$ cat src/hw/rtc_alarm_pkg.sv
package rtc_alarm_pkg;

  // ********************************************************
  // Register indices (byte address is four times the index)
  // ********************************************************
  localparam logic [3:0] IDX_MINUTE_COUNTER    = 4'h1;
  localparam logic [3:0] IDX_HOUR_COUNTER      = 4'h2;
  localparam logic [3:0] IDX_WEEKDAY_COUNTER   = 4'h3;
  localparam logic [3:0] IDX_DATE_COUNTER      = 4'h4;
  localparam logic [3:0] IDX_MINUTE_ALARM      = 4'h8;
  localparam logic [3:0] IDX_HOUR_ALARM        = 4'h9;
  localparam logic [3:0] IDX_WDAY_DATE_ALARM   = 4'hA;
  localparam logic [3:0] IDX_EXTENSION_CONTROL = 4'hD;
  localparam logic [3:0] IDX_EVENT_FLAGS       = 4'hE;
  localparam logic [3:0] IDX_INTERRUPT_CONTROL = 4'hF;

  // ********************************************************
  // Field positions and masks
  // ********************************************************
  localparam int EXCLUDE_BIT       = 7;
  localparam int TARGET_SELECT_BIT = 6;
  localparam int ALARM_FLAG_BIT    = 3;
  localparam int TIMER_FLAG_BIT    = 4;
  localparam int UPDATE_FLAG_BIT   = 5;
  localparam int ALARM_IE_BIT      = 3;
  localparam int TIMER_IE_BIT      = 4;
  localparam int UPDATE_IE_BIT     = 5;
  localparam int STOP_BIT          = 1;
  localparam int RESET_BIT         = 0;

  localparam logic [7:0] MINUTE_MASK   = 8'h7F;
  localparam logic [7:0] HOUR_MASK     = 8'h3F;
  localparam logic [7:0] DATE_MASK     = 8'h3F;
  localparam logic [7:0] WEEKDAY_MASK  = 8'h7F;
  localparam logic [7:0] EXT_MASK      = 8'hF3;
  localparam logic [7:0] FLAGS_MASK    = 8'h3A;
  localparam logic [7:0] CONTROL_MASK  = 8'h3B;
  localparam logic [7:0] ALARM_MASK    = 8'hFF;
  localparam logic [7:0] BYTE_ZERO     = 8'h00;

  // ********************************************************
  // Bus answer constants
  // ********************************************************
  localparam logic [31:0] WORD_ZERO = 32'h0000_0000;

  // Match-side state handed to the comparator
  typedef struct packed {
    logic [7:0] minute;
    logic [7:0] hour;
    logic [7:0] weekday;
    logic [7:0] date;
  } time_now_t;

endpackage

$ cat src/hw/alarm_match_if.sv
`timescale 1ns/10ps
// Carries alarm settings and current time to the comparator
interface alarm_match_if;
  import rtc_alarm_pkg::*;
  logic [7:0] minuteAlarm;
  logic [7:0] hourAlarm;
  logic [7:0] wdayDateAlarm;
  logic       targetDate;
  time_now_t  timeNow;
  logic       match;

  modport ctrl (output minuteAlarm, output hourAlarm, output wdayDateAlarm,
                output targetDate, output timeNow, input match);
  modport cmp  (input minuteAlarm, input hourAlarm, input wdayDateAlarm,
                input targetDate, input timeNow, output match);
endinterface

$ cat src/hw/rtc_alarm_compare.sv
`timescale 1ns/10ps
// Combinational alarm comparison of time against alarm fields
module rtc_alarm_compare
  import rtc_alarm_pkg::*;
(
  // Settings and time
  alarm_match_if.cmp mif
);

  // ********************************************************
  // Field compare
  // ********************************************************
  function automatic logic fieldHit(input logic [7:0] alarm, input logic [7:0] now,
                                    input logic [7:0] mask);
    fieldHit = alarm[EXCLUDE_BIT] || ((alarm & mask) == (now & mask));
  endfunction

  logic minHit;
  logic hourHit;
  logic dayHit;

  // Minute and hour compare, weekday or date by target select
  always_comb begin
    minHit  = fieldHit(mif.minuteAlarm, mif.timeNow.minute, MINUTE_MASK);
    hourHit = fieldHit(mif.hourAlarm, mif.timeNow.hour, HOUR_MASK);
    if (mif.wdayDateAlarm[EXCLUDE_BIT]) begin
      dayHit = 1'b1;
    end else if (mif.targetDate) begin
      dayHit = fieldHit(mif.wdayDateAlarm, mif.timeNow.date, DATE_MASK);
    end else begin
      dayHit = |(mif.wdayDateAlarm & mif.timeNow.weekday & WEEKDAY_MASK);
    end
    mif.match = minHit && hourHit && dayHit;
  end

endmodule

$ cat src/hw/rtc_alarm_match_interrupt.sv
// Operation
// Matching enabled alarm fields raise an event
// Event only when counters move into match
// Event sets sticky flag bit 3
// Writing one to flag does nothing
// Enabled event holds interrupt low
// Clearing enable releases the interrupt
// Clearing flag releases the interrupt
// Disabled event sets flag, pin released
// With flag set, enable steers the pin
// Stop or reset bit suppresses events
// Target select picks weekday or date
// Weekday bits: any selected day matches
// Exclude bit drops field from compare
// All excluded gives event every minute
// Alarm fields are BCD like counters
// Hour/date bit 6 is plain storage
// Fixed zero bits ignore writes, read zero
// Host clears enable before programming alarm
// Alarm as storage needs enable kept zero
// Other sources still hold the pin
// Pin low when any source request active
`timescale 1ns/10ps
module rtc_alarm_match_interrupt
  import rtc_alarm_pkg::*;
(
  // Clock and reset
  input  wire logic        clk,
  input  wire logic        srst,
  // APB slave
  input  wire logic        psel,
  input  wire logic        penable,
  input  wire logic        pwrite,
  input  wire logic [11:0] paddr,
  input  wire logic [31:0] pwdata,
  output logic             pready,
  output logic [31:0]      prdata,
  output logic             pslverr,
  // Running time counters (from timekeeping, same clock)
  input  wire logic [7:0]  minuteCount,
  input  wire logic [7:0]  hourCount,
  input  wire logic [7:0]  weekdayCount,
  input  wire logic [7:0]  dateCount,
  // Other interrupt sources (same clock)
  input  wire logic        timerEvent,
  input  wire logic        updateEvent,
  input  wire logic        timerIrqReq,
  input  wire logic        updateIrqReq,
  // Control outputs toward the timekeeping core
  output logic             stopCount,
  output logic             resetCount,
  output logic [7:0]       extensionCtrl,
  // Open-drain interrupt pin, active low
  output logic             irqOut,
  output logic             irqOe
);

  // ********************************************************
  // Register state
  // ********************************************************
  logic [7:0] minAlarm_ff,  nxt_minAlarm;
  logic [7:0] hourAlarm_ff, nxt_hourAlarm;
  logic [7:0] dayAlarm_ff,  nxt_dayAlarm;
  logic [7:0] ext_ff,       nxt_ext;
  logic [7:0] flags_ff,     nxt_flags;
  logic [7:0] ctrl_ff,      nxt_ctrl;
  logic       primed_ff,    nxt_primed;
  time_now_t  prevTime_ff,  nxt_prevTime;
  logic [31:0] rdata_ff,    nxt_rdata;
  logic        err_ff,      nxt_err;

  logic        wrEn;
  logic        rdEn;
  logic [3:0]  regIdx;
  logic        addrOk;
  logic        alarmEvent;
  logic        alarmReq;
  logic        otherReq;
  logic        wrMinAlarm;
  logic        wrHourAlarm;
  logic        wrDayAlarm;
  logic        wrExt;
  logic        wrCtrl;
  logic        wrFlags;

  alarm_match_if mif ();

  // ********************************************************
  // Comparator
  // ********************************************************
  rtc_alarm_compare u_compare (
    .mif (mif)
  );

  // Feed the comparator
  assign mif.minuteAlarm    = minAlarm_ff;
  assign mif.hourAlarm      = hourAlarm_ff;
  assign mif.wdayDateAlarm  = dayAlarm_ff;
  assign mif.targetDate     = ext_ff[TARGET_SELECT_BIT];
  assign mif.timeNow.minute  = minuteCount;
  assign mif.timeNow.hour    = hourCount;
  assign mif.timeNow.weekday = weekdayCount;
  assign mif.timeNow.date    = dateCount;

  // ********************************************************
  // APB decode
  // ********************************************************
  function automatic logic isMapped(input logic [3:0] idx);
    isMapped = (idx == IDX_MINUTE_COUNTER) || (idx == IDX_HOUR_COUNTER)
            || (idx == IDX_WEEKDAY_COUNTER) || (idx == IDX_DATE_COUNTER)
            || (idx == IDX_MINUTE_ALARM) || (idx == IDX_HOUR_ALARM)
            || (idx == IDX_WDAY_DATE_ALARM) || (idx == IDX_EXTENSION_CONTROL)
            || (idx == IDX_EVENT_FLAGS) || (idx == IDX_INTERRUPT_CONTROL);
  endfunction

  // Byte address to word index; upper bits must be zero
  // Every register sits in the low byte of its own aligned word.
  // A misaligned or unmapped address answers with an error and
  // leaves every register untouched.
  assign regIdx = paddr[5:2];
  assign addrOk = isMapped(regIdx) && (paddr[11:6] == 6'h00) && (paddr[1:0] == 2'h0);
  assign wrEn   = psel && penable && pwrite && addrOk;
  assign rdEn   = psel && !penable && !pwrite;
  assign pready = 1'b1;

  // ********************************************************
  // Write strobes, one per writable register
  // ********************************************************
  // A strobe is high only in the access phase of a mapped write,
  // which is the single edge at which the write takes effect.
  // The counters at indices one to four get no strobe, so writes
  // there are dropped without side effects.
  function automatic logic isWrite(input logic       en,
                                   input logic [3:0] at,
                                   input logic [3:0] idx);
    isWrite = en && (at == idx);
  endfunction

  // Decode of the write target
  assign wrMinAlarm  = isWrite(wrEn, regIdx, IDX_MINUTE_ALARM);
  assign wrHourAlarm = isWrite(wrEn, regIdx, IDX_HOUR_ALARM);
  assign wrDayAlarm  = isWrite(wrEn, regIdx, IDX_WDAY_DATE_ALARM);
  assign wrExt       = isWrite(wrEn, regIdx, IDX_EXTENSION_CONTROL);
  assign wrCtrl      = isWrite(wrEn, regIdx, IDX_INTERRUPT_CONTROL);
  assign wrFlags     = isWrite(wrEn, regIdx, IDX_EVENT_FLAGS);

  // ********************************************************
  // Alarm event: time moves into a match, not while stopped
  // ********************************************************
  // The time seen one cycle ago is kept, so a write that makes the
  // alarm fields equal to the present time raises no event; only an
  // advance of the counters can start one.
  // The history is not trusted in the first cycle after reset, so a
  // time that already matches at release gives no event either.
  // With every field excluded the match is always true, and the
  // event then follows each advance of the minute counter.

  // Next history values: always the present time
  always_comb begin
    nxt_prevTime = mif.timeNow;
    nxt_primed   = 1'b1;
  end

  // Event needs a primed history, a moved time and a match
  always_comb begin
    alarmEvent = primed_ff && (mif.timeNow != prevTime_ff) && mif.match
              && !ctrl_ff[STOP_BIT] && !ctrl_ff[RESET_BIT];
  end

  // Time history register
  always_ff @(posedge clk) begin
    if (srst) begin
      prevTime_ff <= {4{BYTE_ZERO}};
      primed_ff   <= 1'b0;
    end else begin
      prevTime_ff <= nxt_prevTime;
      primed_ff   <= nxt_primed;
    end
  end

  // ********************************************************
  // Alarm field writes
  // ********************************************************
  // All eight bits are storage; bit 6 of hour, and of date while target select picks
  // date, is kept but not compared; in weekday mode bit 6 is a weekday bit.
  always_comb begin
    nxt_minAlarm  = minAlarm_ff;
    nxt_hourAlarm = hourAlarm_ff;
    nxt_dayAlarm  = dayAlarm_ff;
    if (wrMinAlarm) begin
      nxt_minAlarm = pwdata[7:0] & ALARM_MASK;
    end
    if (wrHourAlarm) begin
      nxt_hourAlarm = pwdata[7:0] & ALARM_MASK;
    end
    if (wrDayAlarm) begin
      nxt_dayAlarm = pwdata[7:0] & ALARM_MASK;
    end
  end

  // ********************************************************
  // Extension and control writes
  // ********************************************************
  // Fixed zero bits are masked on the way in, so they read back
  // as zero and never reach the timekeeping core.
  always_comb begin
    nxt_ext  = ext_ff;
    nxt_ctrl = ctrl_ff;
    if (wrExt) begin
      nxt_ext = pwdata[7:0] & EXT_MASK;
    end
    if (wrCtrl) begin
      nxt_ctrl = pwdata[7:0] & CONTROL_MASK;
    end
  end

  // ********************************************************
  // Event flags
  // ********************************************************
  // Software can only clear a flag; hardware sets it.
  // Hardware set wins over a clear in the same cycle, so an event
  // that lands on the clearing write is never lost.
  always_comb begin
    nxt_flags = flags_ff;
    if (wrFlags) begin
      // Only zero clears; a one leaves the flag alone
      nxt_flags = flags_ff & (pwdata[7:0] | ~FLAGS_MASK) & FLAGS_MASK;
    end
    if (alarmEvent) begin
      nxt_flags[ALARM_FLAG_BIT] = 1'b1;
    end
    if (timerEvent) begin
      nxt_flags[TIMER_FLAG_BIT] = 1'b1;
    end
    if (updateEvent) begin
      nxt_flags[UPDATE_FLAG_BIT] = 1'b1;
    end
  end

  // ********************************************************
  // Read data and error answer
  // ********************************************************
  always_comb begin
    nxt_rdata = rdata_ff;
    nxt_err   = 1'b0;
    if (psel && !penable) begin
      nxt_err   = !addrOk;
      nxt_rdata = WORD_ZERO;
      if (rdEn && addrOk) begin
        unique case (regIdx)
          IDX_MINUTE_COUNTER:    nxt_rdata[7:0] = minuteCount & MINUTE_MASK;
          IDX_HOUR_COUNTER:      nxt_rdata[7:0] = hourCount & HOUR_MASK;
          IDX_WEEKDAY_COUNTER:   nxt_rdata[7:0] = weekdayCount & WEEKDAY_MASK;
          IDX_DATE_COUNTER:      nxt_rdata[7:0] = dateCount & DATE_MASK;
          IDX_MINUTE_ALARM:      nxt_rdata[7:0] = minAlarm_ff;
          IDX_HOUR_ALARM:        nxt_rdata[7:0] = hourAlarm_ff;
          IDX_WDAY_DATE_ALARM:   nxt_rdata[7:0] = dayAlarm_ff;
          IDX_EXTENSION_CONTROL: nxt_rdata[7:0] = ext_ff;
          IDX_EVENT_FLAGS:       nxt_rdata[7:0] = flags_ff;
          IDX_INTERRUPT_CONTROL: nxt_rdata[7:0] = ctrl_ff;
          default:               nxt_rdata[7:0] = BYTE_ZERO;
        endcase
      end
    end
  end

  // ********************************************************
  // Registers
  // ********************************************************
  // Alarm field registers
  always_ff @(posedge clk) begin
    if (srst) begin
      minAlarm_ff  <= BYTE_ZERO;
      hourAlarm_ff <= BYTE_ZERO;
      dayAlarm_ff  <= BYTE_ZERO;
    end else begin
      minAlarm_ff  <= nxt_minAlarm;
      hourAlarm_ff <= nxt_hourAlarm;
      dayAlarm_ff  <= nxt_dayAlarm;
    end
  end

  // Extension and control registers
  always_ff @(posedge clk) begin
    if (srst) begin
      ext_ff  <= BYTE_ZERO;
      ctrl_ff <= BYTE_ZERO;
    end else begin
      ext_ff  <= nxt_ext;
      ctrl_ff <= nxt_ctrl;
    end
  end

  // Flag register
  always_ff @(posedge clk) begin
    if (srst) begin
      flags_ff <= BYTE_ZERO;
    end else begin
      flags_ff <= nxt_flags;
    end
  end

  // Read answer and error registers
  always_ff @(posedge clk) begin
    if (srst) begin
      rdata_ff <= WORD_ZERO;
      err_ff   <= 1'b0;
    end else begin
      rdata_ff <= nxt_rdata;
      err_ff   <= nxt_err;
    end
  end

  // ********************************************************
  // Interrupt pin
  // ********************************************************
  // Alarm request follows flag and enable with no auto release
  assign alarmReq = flags_ff[ALARM_FLAG_BIT] && ctrl_ff[ALARM_IE_BIT];
  // Requests of the timer and update sources
  assign otherReq = timerIrqReq || updateIrqReq;
  // Open drain: any source pulls the pin low.
  // Clearing the alarm enable or flag drops only the alarm's share;
  // the pin stays low while another source still asks for it.
  // The pin data is always low, only the enable moves.
  assign irqOe  = alarmReq || otherReq;
  assign irqOut = 1'b0;

  // ********************************************************
  // Bus answer and controls toward the core
  // ********************************************************

  assign prdata        = rdata_ff;
  assign pslverr       = err_ff && psel && penable;
  assign stopCount     = ctrl_ff[STOP_BIT];
  assign resetCount    = ctrl_ff[RESET_BIT];
  assign extensionCtrl = ext_ff;

endmodule

$ cat config.mk
export PLATFORM = sky130hd
export DESIGN_NAME = rtc_alarm_match_interrupt
export DESIGN_NICKNAME = d
export VERILOG_FILES = /design/src/hw/rtc_alarm_pkg.sv /design/src/hw/alarm_match_if.sv /design/src/hw/rtc_alarm_compare.sv /design/src/hw/rtc_alarm_match_interrupt.sv
export SDC_FILE = /design/constraint.sdc
export NUM_CORES = 1
export LEC_CHECK = 0
export BUFFER_PORTS_ARGS = -buffer_cell sky130_fd_sc_hd__buf_2
export CAP_MARGIN = 30
export CORE_ASPECT_RATIO = 0.7
export CORE_MARGIN = 2
export CORE_UTILIZATION = 52
export DETAILED_ROUTE_END_ITERATION = 6
export PLACE_DENSITY = 0.78
export SLEW_MARGIN = 20
export SYNTH_ARGS = -nofsm -noshare
export SYNTH_HDL_FRONTEND = slang
export SYNTH_SLANG_ARGS = --single-unit
export TNS_END_PERCENT = 100
$ cat constraint.sdc
create_clock -name clk -period 3.2 [get_ports clk]
set_input_delay 0.64 -clock clk [delete_from_list [all_inputs] [get_ports clk]]
set_output_delay 0.64 -clock clk [all_outputs]
set_load 0.02 [all_outputs]
==> flow_metrics.py <==
metrics = {
    "clock_tree": {
        "clk_latency_ns": 0.33,
        "cts_tree": "yes",
        "cts-root-buf": "clkbuf_16",
        "ctsHoldBuffers": 0,
        "cts_made_buffers": 9,
        "numClockSinks": 81,
        "clockBufferDepth": 2,
        "clk_pin_slew_ns": 0.06,
        "ctsResizeCount": 0,
        "post_cts_buffers": 0,
        "htree_levels": 3,
    },
    "logic_synthesis": {
        "syn_inst": 470,
        "ys_types": 56,
        "synth_top_cell_by_area": "dfxtp_1",
        "synth_flop_cell": "dfxtp_1",
        "synth_common_cells": "dfxtp_1, nor2b_1, xor2_1",
        "seq_area_frac_synth": 0.383,
        "yosys-top-cells-area": "dfxtp_1, mux2i_1, xor2_1",
        "ys_ff_latch": 81,
        "yosysWarnings": 0,
        "synth_top_cell_area_share": 0.383,
        "synth_area_mm2": 0.00424,
        "async_flop_share": 0,
        "synth.avg_cell_area_um2": 9.01,
        "synth-edff-count": 0,
        "yosysMostFrequentCell": "dfxtp_1",
    },
    "critical_path": {
        "path_class": "in2reg",
        "cp_cell_sequence": "buf_2 > or4_1 > nor3_1 > and3_1 > mux2i_1 > nor2_1",
        "cp-startpoint": "paddr[7]",
        "cp_num_cells": 6,
        "worstReg2RegEnd": "flags_ff[3]",
        "critPathLaunchType": "primary input",
        "crit_path_end": "mif.minuteAlarm[3]",
        "critPathBufInv": 1,
        "r2r_slack_ns": 1.42,
        "crit_path_max_incr_delay_ns": 0.60,
        "required_ns": 3.38,
        "crit_path_end_kind": "flip-flop",
        "r2r_cells": 5,
        "crit_family": "simple AND/OR/NAND/NOR gates",
        "timing.critical_path.arrival_ns": 2.63,
        "crit_fanout": 8,
        "cp_slowest_cell": "or4_1",
        "r2r_start": "prevTime_ff[31]",
    },
    "sta": {
        "setup-violations-final": 0,
        "rsz0062_at_grt": "no",
        "max_slew_margin": 0.550,
        "drv_slew": 0,
        "fin_skew_ns": 0.00460,
        "period_share": 0.766,
        "post-route-min-period_ns": 2.45,
        "fmax_ghz": 0.408,
        "finalSetupTns_ns": 0,
        "max_slew.worst_pin.slew_ns": 0.675,
        "hold_viol": 0,
    },
    "power": {
        "power_density_mw_per_mm2": 471,
        "power.leakage_uw": 0.00216,
        "vdd_drop_max_mv": 0.272,
    },
    "layout": {
        "num-fill-cells": 656,
        "syn2layout_area_growth_pct": 15.7,
        "drive_gt1_frac": 0.206,
        "finalNetCount": 626,
        "multi_input_area_mm2": 0.00237,
        "ff_latch_area_mm2": 0.00162,
        "design_area_mm2": 0.00490,
        "antenna_cells": 0,
        "final_util": 0.623,
    },
    "global_routing": {
        "grt_pass1_wl_um": 17800,
        "grt_max_degree": 69,
        "first_global_vias": 3324,
        "gr-usage-all-layers": 0.261,
        "antenna_found_initial": 0,
        "grt-ovfl-total": 0,
    },
    "routing": {
        "vias": 3668,
        "drt_iter0_drc": 380,
        "drc": 0,
        "ant_nets": 0,
        "dr.pass1.iters": 5,
        "wirelength_um": 11600,
        "wl_per_cell_um": 18.0,
        "routed_via_density": 5.69,
    },
    "placed_design": {
        "io_buffer_count": 78,
        "dpl.hpwl_um": 8800,
        "globalplace.congestion": 0.937,
        "place_area_mm2": 0.00462,
    },
    "floorplan": {
        "core_mm2": 0.00787,
        "fp.dieH_um": 79.5,
        "dieArea_mm2": 0.00890,
        "rows": 27,
        "die_w_um": 112,
        "start_util": 0.538,
        "ioPinCount": 131,
    },
    "worst_hold_path": {
        "hold_path.class": "reg2reg",
    },
    "status": {
        "status": "finished clean",
    },
    "flow_run": {
        "maxCapViolations": 0,
    },
}
## layer usage
layer  wire length, um  vias to the layer above  GRT usage
met5                 0                        -          0
met4               247                        0     0.0914
met3              1200                       25     0.0782
met2              4910                      202      0.380
met1              5260                     1712      0.367
li1                  -                     1729          -
## area by class of cell
type	count	area share
inverter	6	0.00460
tap	101	0.0258
clock inverter	3	0.00868
multi-input combinational	354	0.484
clock buffer	11	0.0495
sequential	81	0.331
timing repair buffer	89	0.0965
## power by group
group	leakage, uW	internal (uW)	switching [uW]
clock network	0.000137	615	382
registers	0.000662	1030	10.2
logic	0.00136	95.0	174
total	0.00216	1740	566
## per-stage QoR
step                      hold WS (ns)  setup WS, ns  std cells  power (uW)
after CTS                        0.448         0.768        645        2310
after detailed placement         0.441         0.470        631        1330
after floorplan                  0.429         0.774        496        1250
after global routing             0.467         0.638        645        2380
after global placement           0.433         0.470        631        1320
final                            0.447         0.750        645        2310
## flip-flops by register name, indices dropped and copies added, names as in the netlist
name and cells:
extensionCtrl 6, primed_ff 1, hourAlarm_ff 8, prevTime_ff 32, err_ff 1, prdata 8
dayAlarm_ff 8, mif.minuteAlarm 8, flags_ff 4, ctrl_ff 5
## cells by family (layout without fill, tap and decap cells)
kind of cell    count (synthesis)  count (layout)  share of synthesized area
buf+inv                        61             109                     0.0803
mux                            40              40                     0.0957
other cells                     2              28                    0.00177
flops                          81              81                      0.383
simple gates                  159             159                      0.207
xor+xnor                       51              51                      0.105
compound gates                 76              76                      0.127
## how the worst min path moves through the flow
stage                            from     endpoint  slack, ns  cells after the start
after global routing      flags_ff[1]  flags_ff[1]       0.47                      1
after detailed placement  flags_ff[1]  flags_ff[1]       0.44                      1
after CTS                 flags_ff[1]  flags_ff[1]       0.45                      1
after floorplan           flags_ff[1]  flags_ff[1]       0.43                      1
final                     flags_ff[1]  flags_ff[1]       0.45                      1
after global placement    flags_ff[1]  flags_ff[1]       0.43                      1
## placed cells by master (no fill, tap or decap), types with 3 or more instances in the layout
cell type	n
dfxtp_1	81
buf_2	78
nor2b_1	40
xor2_1	40
nor2_1	37
mux2i_1	36
conb_1	28
nand2_1	24
a21oi_1	21
nand3_1	12
xnor2_1	11
buf_4	11
nor4_1	10
clkbuf_16	9
o21ai_0	7
a22oi_1	7
inv_1	6
nand4_1	6
a32oi_1	6
and3b_1	5
nor3_1	4
o32ai_1	4
mux2_2	4
o21ai_1	4
a221oi_1	4
and3_1	3
o31ai_1	3
No activity file was read; power rests on OpenSTA's default activity.
